### config.mk
export PLATFORM = sky130hd
export DESIGN_NAME = sgio_top
export DESIGN_NICKNAME = d
export VERILOG_FILES = /design/src/design/sgio_pkg.sv /design/src/design/sgio_top.sv
export VERILOG_INCLUDE_DIRS = /design/src /design/src/design
export SDC_FILE = /design/constraint.sdc
export NUM_CORES = 1
export LEC_CHECK = 0
export ABC_AREA = 1
export BUFFER_PORTS_ARGS = -buffer_cell sky130_fd_sc_hd__buf_2
export CAP_MARGIN = 20
export CORE_MARGIN = 2
export CORE_UTILIZATION = 50
export DETAILED_ROUTE_END_ITERATION = 12
export GPL_ROUTABILITY_DRIVEN = 0
export PLACE_DENSITY = 0.81
export SLEW_MARGIN = 0
export SYNTH_ARGS = -nofsm -noshare
export SYNTH_HDL_FRONTEND = slang
export SYNTH_SLANG_ARGS = --single-unit
### constraint.sdc
create_clock -name clk_sys -period 1.83 [get_ports clk_sys]
set_input_delay 0.2745 -clock clk_sys [delete_from_list [all_inputs] [get_ports clk_sys]]
set_output_delay 0.2745 -clock clk_sys [all_outputs]
set_load 0.005 [all_outputs]
### src/design/sgio_map.svh
// Register offsets, field positions and reset values of the sense and I/O block.
`ifndef SGIO_MAP_SVH
`define SGIO_MAP_SVH

// Bus word offsets.
`define SGIO_A_INDEX 8'h00
`define SGIO_A_DATA 8'h04
`define SGIO_A_ISTAT 8'h08
`define SGIO_A_ICLR 8'h0C
`define SGIO_A_IEN 8'h10

// Configuration indices reached through the data word.
`define SGIO_IX_STATUS 7'h02
`define SGIO_IX_CMD 7'h07
`define SGIO_IX_DIR 7'h58
`define SGIO_IX_POL 7'h59
`define SGIO_IX_SENS 7'h5A
`define SGIO_IX_OUT 7'h5B
`define SGIO_IX_STOP 7'h5C
`define SGIO_IX_DELAY 7'h5D

// Command field positions.
`define SGIO_CMD_SRST_BIT 2
`define SGIO_CMD_ACT_BIT 3

// Status bit positions.
`define SGIO_ST_SENSE1 0
`define SGIO_ST_SENSE2 1
`define SGIO_ST_MISC 2
`define SGIO_IRQ_STOP 8

// Reset values.
`define SGIO_DIR_RST 6'h38
`define SGIO_POL_RST 8'hE3
`define SGIO_SENS_RST 8'h1C
`define SGIO_OUT_RST 6'h18
`define SGIO_STOP_RST 2'h0
`define SGIO_DELAY_RST 8'h00

// Bus responses.
`define SGIO_RESP_OKAY 2'h0
`define SGIO_RESP_SLVERR 2'h2

`endif

### src/design/sgio_pkg.sv
// Types shared by the sense and I/O block.
package sgio_pkg;
  // Motion command; codes follow a Gray order.
  typedef enum logic [1:0] {
    SGIO_IDLE = 2'h0,
    SGIO_SCAN = 2'h1,
    SGIO_FFWD = 2'h3,
    SGIO_FREV = 2'h2
  } sgio_mode_e;
endpackage : sgio_pkg

### src/design/sgio_top.sv
// Sense and general I/O block with an AXI4-Lite register slave.
`include "sgio_map.svh"

module sgio_top
  import sgio_pkg::*;
#(
  parameter int NUM_MISC = 6,
  parameter int LINE_W = 8
) (
  input wire logic clk_sys,
  input wire logic rst_n,
  input wire logic usb_suspend,
  input wire logic line_tick,
  input wire logic [1:0] sense_in,
  input wire logic [5:0] misc_in,
  output logic [5:0] misc_out,
  output logic [5:0] misc_oe_n,
  output logic scan_active,
  output logic [1:0] scan_mode,
  output logic soft_reset,
  output logic irq,
  input wire logic [7:0] s_axi_awaddr,
  input wire logic s_axi_awvalid,
  output logic s_axi_awready,
  input wire logic [31:0] s_axi_wdata,
  input wire logic [3:0] s_axi_wstrb,
  input wire logic s_axi_wvalid,
  output logic s_axi_wready,
  output logic [1:0] s_axi_bresp,
  output logic s_axi_bvalid,
  input wire logic s_axi_bready,
  input wire logic [7:0] s_axi_araddr,
  input wire logic s_axi_arvalid,
  output logic s_axi_arready,
  output logic [31:0] s_axi_rdata,
  output logic [1:0] s_axi_rresp,
  output logic s_axi_rvalid,
  input wire logic s_axi_rready
);

  // The register layout is fixed to six configurable pins and an 8-bit delay.
  if (NUM_MISC != 6 || LINE_W != 8) begin : g_chk_param
    $error("sgio_top supports six configurable pins and an 8-bit line delay only.");
  end

  // Write channel state.
  logic aw_hold; // Write address captured.
  logic w_hold; // Write data captured.
  logic [7:0] aw_addr_q; // Captured write address.
  logic [31:0] w_data_q; // Captured write data.
  logic [3:0] w_strb_q; // Captured byte strobes.

  // Configuration state.
  logic [6:0] cfg_index; // Current configuration index.
  logic [7:0] pol; // Polarity per pin.
  logic [7:0] sens; // Sensitivity per pin, 1 is edge.
  logic [1:0] stop_en; // Stop enables for the two sense inputs.
  logic [7:0] line_delay; // Lines from sense two rise to its stop.
  logic [8:0] istat; // Sticky interrupt status.
  logic [8:0] ien; // Interrupt enables.

  // Input path.
  logic [7:0] sync1; // First synchroniser stage.
  logic [7:0] sync2; // Second synchroniser stage.
  logic [7:0] adj_q; // Previous adjusted level.
  logic [7:0] edge_flag; // Latched rising edges.
  logic rep0_q; // Previous reported sense one state.
  logic d2_busy; // Sense two delay running.
  logic [7:0] d2_cnt; // Lines left before sense two acts.
  logic d2_flag; // Sense two delayed status bit.

  // Combinational helpers.
  logic [7:0] pins; // Raw levels, sense inputs in the low bits.
  logic [7:0] adj; // Polarity-adjusted levels.
  logic [7:0] rise; // Adjusted rising edges.
  logic [7:0] status; // Status word as reported.
  logic wr_fire; // A full write is performed this cycle.
  logic wr_lane0; // The write carries its low byte.
  logic wr_data; // Write to the indexed configuration word.
  logic ar_fire; // A read is accepted this cycle.
  logic st_clr; // Status read clears edge bits.
  logic d2_fire; // Sense two delay expires this cycle.
  logic stop1; // Sense one requests a stop.
  logic stop2; // Sense two requests a stop.
  logic idle_ok; // Pin registers may be written.
  logic [7:0] cfg_rd; // Indexed read value.
  logic [31:0] rd_val; // Bus read value.
  logic addr_ok_w; // Write address is mapped.
  logic addr_ok_r; // Read address is mapped.
  logic [8:0] ev; // Interrupt events.

  assign pins = {misc_in, sense_in};
  assign wr_fire = aw_hold & w_hold & ~s_axi_bvalid;
  assign wr_lane0 = wr_fire & w_strb_q[0];
  assign wr_data = wr_lane0 & (aw_addr_q == `SGIO_A_DATA);
  assign ar_fire = s_axi_arvalid & s_axi_arready;
  assign idle_ok = ~scan_active;

  // Two-stage synchroniser on every pin; it runs through reset to hold settled levels.
  always_ff @(posedge clk_sys) begin
    sync1 <= pins;
    sync2 <= sync1;
  end

  // Polarity: a set bit makes high true, a clear bit makes low true.
  assign adj = sync2 ~^ pol;
  assign rise = adj & ~adj_q;

  // Reported status: level bits follow the pin, edge bits are latched.
  always_comb begin
    for (int i = 0; i < 8; i++) begin
      status[i] = sens[i] ? edge_flag[i] : adj[i];
    end
    // With its stop enabled, sense two reports the delayed event instead.
    if (stop_en[1]) begin
      status[`SGIO_ST_SENSE2] = d2_flag;
    end
  end

  // Status read through the data word at the status index.
  assign st_clr = ar_fire & (s_axi_araddr == `SGIO_A_DATA)
                  & (cfg_index == `SGIO_IX_STATUS);

  // Edge history and latched edges; a new edge wins over a clearing read.
  always_ff @(posedge clk_sys) begin
    if (!rst_n) begin
      adj_q <= adj; // Following the pins in reset keeps a false edge out of release.
      edge_flag <= 8'h00;
      rep0_q <= status[`SGIO_ST_SENSE1];
    end else begin
      adj_q <= adj;
      edge_flag <= (edge_flag & ~{8{st_clr}}) | rise;
      rep0_q <= status[`SGIO_ST_SENSE1];
    end
  end

  // Sense one stops on a rise of its reported state.
  assign stop1 = stop_en[0] & status[`SGIO_ST_SENSE1] & ~rep0_q;
  // Sense two acts at once with a zero delay, else after the counted lines.
  assign d2_fire = stop_en[1] & ((rise[`SGIO_ST_SENSE2] & (line_delay == 8'h00))
                   | (d2_busy & line_tick & (d2_cnt == 8'h01)));
  // Sense two stops only scan and fast advance, never fast return.
  assign stop2 = d2_fire & ((scan_mode == SGIO_SCAN)
                 | (scan_mode == SGIO_FFWD));

  // Line counter for the sense two delay.
  always_ff @(posedge clk_sys) begin
    if (!rst_n) begin
      d2_busy <= 1'b0;
      d2_cnt <= 8'h00;
    end else if (soft_reset || !stop_en[1]) begin
      d2_busy <= 1'b0;
      d2_cnt <= 8'h00;
    end else if (rise[`SGIO_ST_SENSE2] && line_delay != 8'h00) begin
      d2_busy <= 1'b1;
      d2_cnt <= line_delay;
    end else if (d2_busy && line_tick) begin
      d2_cnt <= d2_cnt - 8'h01;
      d2_busy <= (d2_cnt != 8'h01);
    end
  end

  // Delayed sense two status bit; a new event wins over a clearing read.
  always_ff @(posedge clk_sys) begin
    if (!rst_n) begin
      d2_flag <= 1'b0;
    end else begin
      d2_flag <= (d2_flag & ~st_clr) | d2_fire;
    end
  end

  // Motion command and scan-active flag.
  always_ff @(posedge clk_sys) begin
    if (!rst_n) begin
      scan_mode <= SGIO_IDLE;
      scan_active <= 1'b0;
      soft_reset <= 1'b0;
    end else if (wr_data && cfg_index == `SGIO_IX_CMD) begin
      // A new command wins over a sensor stop in the same cycle.
      scan_mode <= w_data_q[1:0];
      soft_reset <= w_data_q[`SGIO_CMD_SRST_BIT];
      scan_active <= (w_data_q[1:0] != SGIO_IDLE) & ~w_data_q[`SGIO_CMD_SRST_BIT];
    end else if (scan_active && (stop1 || stop2)) begin
      scan_active <= 1'b0;
      scan_mode <= SGIO_IDLE;
    end
  end

  // Pin setup; reset by the reset pin or suspend, never by soft reset.
  always_ff @(posedge clk_sys) begin
    if (!rst_n || usb_suspend) begin
      misc_oe_n <= ~`SGIO_DIR_RST;
      misc_out <= `SGIO_OUT_RST;
      pol <= `SGIO_POL_RST;
      sens <= `SGIO_SENS_RST;
    end else if (wr_data && idle_ok) begin
      // Direction 1 drives the pin, so the enable is its inverse.
      if (cfg_index == `SGIO_IX_DIR) begin
        misc_oe_n <= ~w_data_q[5:0];
      end
      if (cfg_index == `SGIO_IX_OUT) begin
        misc_out <= w_data_q[5:0];
      end
      if (cfg_index == `SGIO_IX_POL) begin
        pol <= w_data_q[7:0];
      end
      if (cfg_index == `SGIO_IX_SENS) begin
        sens <= w_data_q[7:0];
      end
    end
  end

  // Stop controls accept writes only in soft reset.
  always_ff @(posedge clk_sys) begin
    if (!rst_n) begin
      stop_en <= `SGIO_STOP_RST;
      line_delay <= `SGIO_DELAY_RST;
    end else if (wr_data && soft_reset) begin
      if (cfg_index == `SGIO_IX_STOP) begin
        stop_en <= w_data_q[1:0];
      end
      if (cfg_index == `SGIO_IX_DELAY) begin
        line_delay <= w_data_q[7:0];
      end
    end
  end

  // Index register; it holds until rewritten.
  always_ff @(posedge clk_sys) begin
    if (!rst_n) begin
      cfg_index <= 7'h00;
    end else if (wr_lane0 && aw_addr_q == `SGIO_A_INDEX) begin
      cfg_index <= w_data_q[6:0];
    end
  end

  // Interrupt events: pin rises and a sensor stop.
  assign ev = {scan_active & (stop1 | stop2), rise};

  // Sticky interrupt status; a new event wins over a clear.
  always_ff @(posedge clk_sys) begin
    if (!rst_n) begin
      istat <= 9'h000;
    end else if (wr_fire && aw_addr_q == `SGIO_A_ICLR) begin
      istat <= (istat & ~(w_data_q[8:0] & {{1{w_strb_q[1]}}, {8{w_strb_q[0]}}})) | ev;
    end else begin
      istat <= istat | ev;
    end
  end

  // Interrupt enables.
  always_ff @(posedge clk_sys) begin
    if (!rst_n) begin
      ien <= 9'h000;
    end else if (wr_fire && aw_addr_q == `SGIO_A_IEN) begin
      // Byte lane 0 carries bits 7:0 and lane 1 carries bit 8.
      ien <= {w_strb_q[1] ? w_data_q[8] : ien[8], w_strb_q[0] ? w_data_q[7:0] : ien[7:0]};
    end
  end

  // Interrupt output, high while an enabled status bit is set.
  always_ff @(posedge clk_sys) begin
    if (!rst_n) begin
      irq <= 1'b0;
    end else begin
      irq <= |(istat & ien);
    end
  end

  // Address maps of the bus.
  assign addr_ok_w = (aw_addr_q == `SGIO_A_INDEX) | (aw_addr_q == `SGIO_A_DATA)
                     | (aw_addr_q == `SGIO_A_ISTAT) | (aw_addr_q == `SGIO_A_ICLR)
                     | (aw_addr_q == `SGIO_A_IEN);
  assign addr_ok_r = (s_axi_araddr == `SGIO_A_INDEX) | (s_axi_araddr == `SGIO_A_DATA)
                     | (s_axi_araddr == `SGIO_A_ISTAT) | (s_axi_araddr == `SGIO_A_ICLR)
                     | (s_axi_araddr == `SGIO_A_IEN);

  // Indexed configuration read; unknown indices read zero.
  always_comb begin
    cfg_rd = 8'h00;
    unique case (cfg_index)
      `SGIO_IX_STATUS: cfg_rd = status;
      `SGIO_IX_CMD: cfg_rd = {4'h0, scan_active, soft_reset, scan_mode};
      `SGIO_IX_DIR: cfg_rd = {2'h0, ~misc_oe_n};
      `SGIO_IX_POL: cfg_rd = pol;
      `SGIO_IX_SENS: cfg_rd = sens;
      `SGIO_IX_OUT: cfg_rd = {2'h0, misc_out};
      `SGIO_IX_STOP: cfg_rd = {6'h00, stop_en};
      `SGIO_IX_DELAY: cfg_rd = line_delay;
      default: cfg_rd = 8'h00;
    endcase
  end

  // Bus read value; the clear register reads zero.
  always_comb begin
    rd_val = 32'h0000_0000;
    unique case (s_axi_araddr)
      `SGIO_A_INDEX: rd_val = {25'h0000000, cfg_index};
      `SGIO_A_DATA: rd_val = {24'h000000, cfg_rd};
      `SGIO_A_ISTAT: rd_val = {23'h000000, istat};
      `SGIO_A_IEN: rd_val = {23'h000000, ien};
      default: rd_val = 32'h0000_0000;
    endcase
  end

  // Write address channel, one write at a time.
  always_ff @(posedge clk_sys) begin
    if (!rst_n) begin
      s_axi_awready <= 1'b0;
      aw_hold <= 1'b0;
      aw_addr_q <= 8'h00;
    end else if (s_axi_awvalid && s_axi_awready) begin
      s_axi_awready <= 1'b0;
      aw_hold <= 1'b1;
      aw_addr_q <= s_axi_awaddr;
    end else if (s_axi_bvalid && s_axi_bready) begin
      s_axi_awready <= 1'b1;
      aw_hold <= 1'b0;
    end else if (!aw_hold && !s_axi_bvalid) begin
      s_axi_awready <= 1'b1;
    end
  end

  // Write data channel, taken in either order with the address.
  always_ff @(posedge clk_sys) begin
    if (!rst_n) begin
      s_axi_wready <= 1'b0;
      w_hold <= 1'b0;
      w_data_q <= 32'h0000_0000;
      w_strb_q <= 4'h0;
    end else if (s_axi_wvalid && s_axi_wready) begin
      s_axi_wready <= 1'b0;
      w_hold <= 1'b1;
      w_data_q <= s_axi_wdata;
      w_strb_q <= s_axi_wstrb;
    end else if (s_axi_bvalid && s_axi_bready) begin
      s_axi_wready <= 1'b1;
      w_hold <= 1'b0;
    end else if (!w_hold && !s_axi_bvalid) begin
      s_axi_wready <= 1'b1;
    end
  end

  // Write response once both halves are held.
  always_ff @(posedge clk_sys) begin
    if (!rst_n) begin
      s_axi_bvalid <= 1'b0;
      s_axi_bresp <= `SGIO_RESP_OKAY;
    end else if (wr_fire) begin
      s_axi_bvalid <= 1'b1;
      s_axi_bresp <= addr_ok_w ? `SGIO_RESP_OKAY : `SGIO_RESP_SLVERR;
    end else if (s_axi_bready) begin
      s_axi_bvalid <= 1'b0;
    end
  end

  // Read channel: data is captured at acceptance and held until taken.
  always_ff @(posedge clk_sys) begin
    if (!rst_n) begin
      s_axi_arready <= 1'b0;
      s_axi_rvalid <= 1'b0;
      s_axi_rdata <= 32'h0000_0000;
      s_axi_rresp <= `SGIO_RESP_OKAY;
    end else if (ar_fire) begin
      s_axi_arready <= 1'b0;
      s_axi_rvalid <= 1'b1;
      s_axi_rdata <= rd_val;
      s_axi_rresp <= addr_ok_r ? `SGIO_RESP_OKAY : `SGIO_RESP_SLVERR;
    end else if (s_axi_rvalid && s_axi_rready) begin
      s_axi_rvalid <= 1'b0;
      s_axi_arready <= 1'b1;
    end else if (!s_axi_rvalid) begin
      s_axi_arready <= 1'b1;
    end
  end

endmodule : sgio_top

==> metrics, run 1 <==
flops & latches, synth 148; DP Cell Count 1141; Area contributors post-synth dfxtp_1, nand2_1, a21oi_1; cts bufs inserted 17; outcome finished clean; post-DP HPWL between 10000 and 15000 um; share of flip-flops with an asynchronous set or reset 0; Worst R2R Start aw_addr_q[7]; Netlist cell types 35; Setup TNS Final 0 ns; # port buffers 76; Final Cycle Share 0.917; final WL 17500 um; FMAX a little under 0.6 GHz; YS warnings 0; RSZ-0062 raised after global routing false; top-level I/O count about 130; First DRT Iteration DRCs 620; Die Span Y 118 um; EDFF count, synth 0; Setup Skew 0.00992 ns; antenna violations before repair 0; global-route wire length before repair 28400 um; Die W 118 um; Worst Hold Path Cells 3; Tightest Pin Transition about 0.62 ns; Mean Syn Cell Area 7.33 um^2; main flop type after synthesis dfxtp_1; worst setup margin 0.151 ns; Setup CP Type reg2reg; CP endpoint kind flip-flop; RR Endpoint misc_out[4]; starting density of the core 0.513; LEAKAGE about 3.5 nW; final slew viol count 0; fin crit period 1.68 ns; H-tree levels 4; Root Driver clkbuf_16; Rel. slew slack 0.582; Critical Path Source aw_addr_q[7]; crit-path max FO 8; Hold Crit Class in2reg; most numerous cell in the Yosys netlist nand2_1; Worst-Skew Late Latency 0.43 ns; Mapped Cells 882; P&R area growth vs syn 20.7%; Yosys top cell by area dfxtp_1; sequential-to-total area share from yosys stat 0.458; vias in the first global route 5706; Power per Cell Area about 920 nW/um^2; Residual DRC 0; TritonCTS Sinks about 150; Tot GR Track Use 0.258; CTS tree built; ANT cells 0; CP Launch Type flip-flop; Post-DRT Antenna Nets 0; clock input transition at the sequential cells of the worst setup and hold paths 0.06 ns; max_cap viols 0; R2R Setup Slk ~0.15 ns; pre-CTS setup slack between 0.1 and 0.15 ns; pin count of the biggest net entering global routing 41; mapped cell area 6470 um^2; Layout Nets 1068; worst hold path endpoint w_data_q[8]; worst path arrival time 1.99 ns; Max clock buf depth 2; Peak VDD IR 0.000698 V; Worst Hold Launch s_axi_wdata[8]; Fin. Hold Viols 0; via density per instance 5.27; share of cells above drive strength 1 0.178; DR vias 6214; core footprint 12600 um^2; Post-Layout Cell Count around 1200; row cnt 41; post-synth top area share 0.458; WL/cell 14.8 um; First-pass DRT Iterations 5; Die ar. 13900 um^2; Worst Path Required 2.14 ns; total gr overflow 0; Finish-stage setup viols 0; top post-synthesis cells by count nand2_1, dfxtp_1, a21oi_1, inv_1, o21ai_0; path depth of the worst reg2reg path 11
==> how the worst max path moves through the flow <==
stage,end,slack (ns),cells after the start
finish,misc_out[4],0.15,11
global route,line_delay[7],0.001,8
global placement,pol[4],0.14,7
CTS,pol[1],0.03,7
detailed placement,pol[2],0.11,7
floorplan,sens[2],0.35,7
==> state kept, by name, summed over array words and instances (netlist names), 9 cells and up <==
register	count
s_axi_rdata	9
ien	9
w_data_q	9
istat	9
==> critical path, cell delays in order (launching register included) <==
cell     delay (ns)
dfxtp_1        0.29
inv_1          0.07
nand2_1        0.07
nor2_1         0.14
nand3_1        0.13
inv_2          0.10
nand2_4        0.09
inv_4          0.11
nand3_1        0.13
buf_4          0.21
a21oi_1        0.13
o21ai_0        0.09
==> cell usage in the layout (no fill, tap or decap), types with 6 or more instances in the layout <==
cell type,netlist,routed
a21oi_1,104,104
nor2_4,7,7
inv_1,90,89
nor3_1,8,8
dlygate4sd3_1,0,8
buf_4,27,31
xor2_1,6,6
clkbuf_16,0,17
o21ai_0,79,78
nand3_1,43,42
o21ai_1,15,16
o211ai_1,10,10
a211oi_1,7,7
conb_1,1,25
nand2_1,208,207
nand3b_1,7,7
dfxtp_1,148,146
nor2_1,61,60
inv_2,8,8
buf_2,2,76
==> layout make-up <==
type	count	area [um^2]
clock buffer	19	443
multi-input combinational	615	2970
sequential	148	2970
inverter	99	377
clock inverter	11	129
tap	172	215
timing repair buffer	116	713
fill	1172	4810
==> stage by stage <==
| step | total power, W | util | hold slack (ns) | area [um^2] |
|---|---|---|---|---|
| final | 0.00718 | 0.619 | 0.0985 | 7810 |
| after global placement | 0.00382 | 0.564 | 0.312 | 7120 |
| after CTS | 0.00720 | 0.616 | 0.0866 | 7770 |
| after global routing | 0.00743 | 0.619 | 0.102 | 7810 |
| after floorplan | 0.00371 | - | 0.302 | 6560 |
| after detailed placement | 0.00383 | 0.564 | 0.312 | 7120 |
==> layer usage <==
metal  track usage  wire, um
met3        0.0615      1440
met1         0.331      7400
met2         0.407      7990
met5             0         0
met4         0.131       698
==> logic make-up after synthesis <==
logic type	share of synthesized area
XOR/XNOR	0.0122
other	0.000580
AO/OA/AOI/OAI	0.177
adder cells (fa/ha/maj)	0.00387
buffers and inverters	0.101
AND/OR/NAND/NOR	0.248
flip-flops	0.458
==> repair_timing <==
action                     CTS  global route
hold buffers                 8             0
gates resized for setup      0            10
buffers inserted             0             1
setup endpoints to repair    0            29
hold endpoints to repair     8             0
==> power breakdown <==
part	switching (W)	total, W	leakage [nW]	internal [W]
logic	0.000245	0.000386	2.04	0.000141
clock network	0.00136	0.00340	0.276	0.00203
registers	0.0000777	0.00340	1.21	0.00332
No activity file was read; power rests on OpenSTA's default activity.
==> run 2: changes to the inputs <==
--- a/config.mk
+++ b/config.mk
@@ -7,13 +7,14 @@
 export NUM_CORES = 1
 export LEC_CHECK = 0
 export ABC_AREA = 1
+export ABC_CLOCK_PERIOD_IN_PS = 1830
 export BUFFER_PORTS_ARGS = -buffer_cell sky130_fd_sc_hd__buf_2
 export CAP_MARGIN = 20
 export CORE_MARGIN = 2
-export CORE_UTILIZATION = 50
+export CORE_UTILIZATION = 45
 export DETAILED_ROUTE_END_ITERATION = 12
 export GPL_ROUTABILITY_DRIVEN = 0
-export PLACE_DENSITY = 0.81
+export PLACE_DENSITY = 0.75
 export SLEW_MARGIN = 0
 export SYNTH_ARGS = -nofsm -noshare
 export SYNTH_HDL_FRONTEND = slang
==> run 2 against run 1 <==
Effect of this change:
- worst hold slack got worse by 0.017 ns
- sequential power barely moved
- total power fell by 3.1%
- first-iteration DRC count fell by 14%
- clock skew fell by 0.0028 ns
- count of clock-buffer cells in the layout did not move
- largest power group unchanged
- cell area rose by 0.82%
- critical path depth fell by 2
- largest cell class is now flip-flops and latches
==> metrics, run 2 (same netlist as run 1, synthesis figures left out) <==
LEAKAGE 3.58 nW (was 3.53 nW); vias in the first global route 5560 (was 5706); Final Cycle Share 0.934 (was 0.917); Die Span Y 124 um (was 118 um); Multi-input gate area 2970 um^2 (about the same); Worst Path Required 2.20 ns (was 2.14 ns); Worst-Skew Late Latency 0.43 ns (about the same); cts bufs inserted 17 (unchanged); Max clock buf depth 2 (unchanged); H-tree levels 4 (unchanged); Clock Power Share 0.456 (was 0.473); pin count of the biggest net entering global routing 41 (unchanged); switching portion of total power 0.245 (was 0.234); post-DP HPWL 13500 um (was 12900 um); TritonCTS Sinks 148 (unchanged); most frequent cells in the layout nand2_1, dfxtp_1, a21oi_1 (unchanged); Tot GR Track Use 0.248 (was 0.258); Setup CP Type reg2reg (unchanged); final WL 18200 um (was 17500 um); fill count 1350 (was 1172); Post-Layout Cell Count 1198 (was 1180); WL/cell 15.2 um (was 14.8 um); DR vias 6220 (was 6214); fin crit period 1.71 ns (was 1.68 ns); outcome finished clean (unchanged); design area 7870 um^2 (was 7810 um^2); Setup Skew 0.00715 ns (was 0.00992 ns); share of cells above drive strength 1 0.187 (was 0.178); Residual DRC 0 (unchanged); Finish-stage setup viols 0 (unchanged); RSZ-0062 raised after global routing false (unchanged); Tightest Pin Transition 0.589 ns (was 0.624 ns); register area 2970 um^2 (unchanged); Hold Crit Class in2reg (unchanged); Root Driver clkbuf_16 (unchanged); crit-path max FO 9 (was 8); R2R Setup Slk 0.12 ns (was 0.15 ns); Psw 0.00171 W (was 0.00168 W); First DRT Iteration DRCs 534 (was 620); Rel. slew slack 0.606 (was 0.582); max_cap viols 0 (unchanged); # port buffers 76 (unchanged); antenna violations before repair 0 (unchanged); global-route wire length before repair 28600 um (was 28400 um); Peak VDD IR 0.000784 V (was 0.000698 V); row cnt 43 (was 41); Power per Cell Area 884 nW/um^2 (was 920 nW/um^2); Reg power frac 0.489 (was 0.474); DP Cell Count 1159 (was 1141); Comb pwr share 0.055 (was 0.054); utilization after layout 0.565 (was 0.619); CP Launch Type flip-flop (unchanged); Die W 124 um (was 118 um); Setup TNS Final 0 ns (unchanged); Internal 0.00526 W (was 0.00550 W); CP endpoint kind flip-flop (unchanged); worst path arrival time 2.08 ns (was 1.99 ns); Fin. Hold Viols 0 (unchanged); total gr overflow 0 (unchanged); Die ar. 15400 um^2 (was 13900 um^2); P&R area growth vs syn 21.7% (was 20.7%); via density per instance 5.19 (was 5.27); commonest non-fill, non-tap cell in the layout nand2_1 (unchanged); Post-DRT Antenna Nets 0 (unchanged); CTS tree built (unchanged); starting density of the core 0.464 (was 0.513); Placed Area 7230 um^2 (was 7120 um^2); top-level I/O count 127 (unchanged); First-pass DRT Iterations 6 (was 5); setup bufs post-CTS 0 (unchanged); clock input transition at the sequential cells of the worst setup and hold paths 0.06 ns (about the same); final slew viol count 0 (unchanged); FMAX 0.585 GHz (was 0.596 GHz); Layout Nets 1077 (was 1068); Pwr Total 0.00696 W (was 0.00718 W); core footprint 13900 um^2 (was 12600 um^2); ANT cells 0 (unchanged)
[run 2: cell count changes in the layout (fill, tap and decap cells not counted), sizes merged]
cell,delta
clkinvlp,+1
buf,+9
inv,-1
clkinv,+3
bufinv,-2
[run 2: critical path: stages (launching register included)]
cell and delay (ns):
dfxtp_1 0.43, nand2_2 0.09, buf_4 0.16, nor2_4 0.23
inv_1 0.07, nor2_1 0.11, nand3_2 0.21, inv_2 0.14
o21ai_0 0.08, a21oi_1 0.12
[run 2: what timing repair did]
item / 4_1_cts / 5_1_grt
gates resized for setup: 0 / 9
endpoints found under the hold margin: 8 / 0
endpoints found under the setup margin: 0 / 13
hold buffers: 8 / 0
[run 2: area by class of cell]
class                   instances  share of cell area
flip-flops and latches        148               0.377
multi-input cells             615               0.377
repair buffers                125               0.102
clock buffers                  19              0.0575
inverters                      99              0.0478
well taps                     180              0.0286
clock inverters                12              0.0105
[run 2: final timing paths]
check                       from           end  cells past startpoint
hold reg to reg         sync1[1]      sync2[1]                      0
setup / recovery    cfg_index[3]  misc_oe_n[4]                      9
hold / removal    s_axi_wdata[8]   w_data_q[8]                      3
setup reg to reg    cfg_index[3]  misc_oe_n[4]                      9
[run 2: layer usage]
layer | routed length, um | share of wire | GRT usage
met1 | 7540 | 0.41 | 0.321
met3 | 1760 | 0.097 | 0.0783
met2 | 8290 | 0.46 | 0.385
met5 | 0 | 0 | 0
met4 | 595 | 0.033 | 0.102
[run 2: power by group through the flow]
stage                     logic [W]  registers (W)  clock network, W
after global placement     0.000358        0.00347                 0
final                      0.000386        0.00340           0.00317
after floorplan            0.000262        0.00344                 0
after detailed placement   0.000368        0.00347                 0
after CTS                  0.000382        0.00340           0.00318
after global routing       0.000442        0.00341           0.00332
[run 2: metrics by stage]
stage | hold WS (ns) | worst slack [ns]
2_1_floorplan | 0.302 | 0.348
3_3_place_gp | 0.311 | 0.143
3_5_place_dp | 0.312 | 0.154
4_1_cts | 0.0800 | 0.125
5_1_grt | 0.0895 | 0.0184
6_report | 0.0814 | 0.122
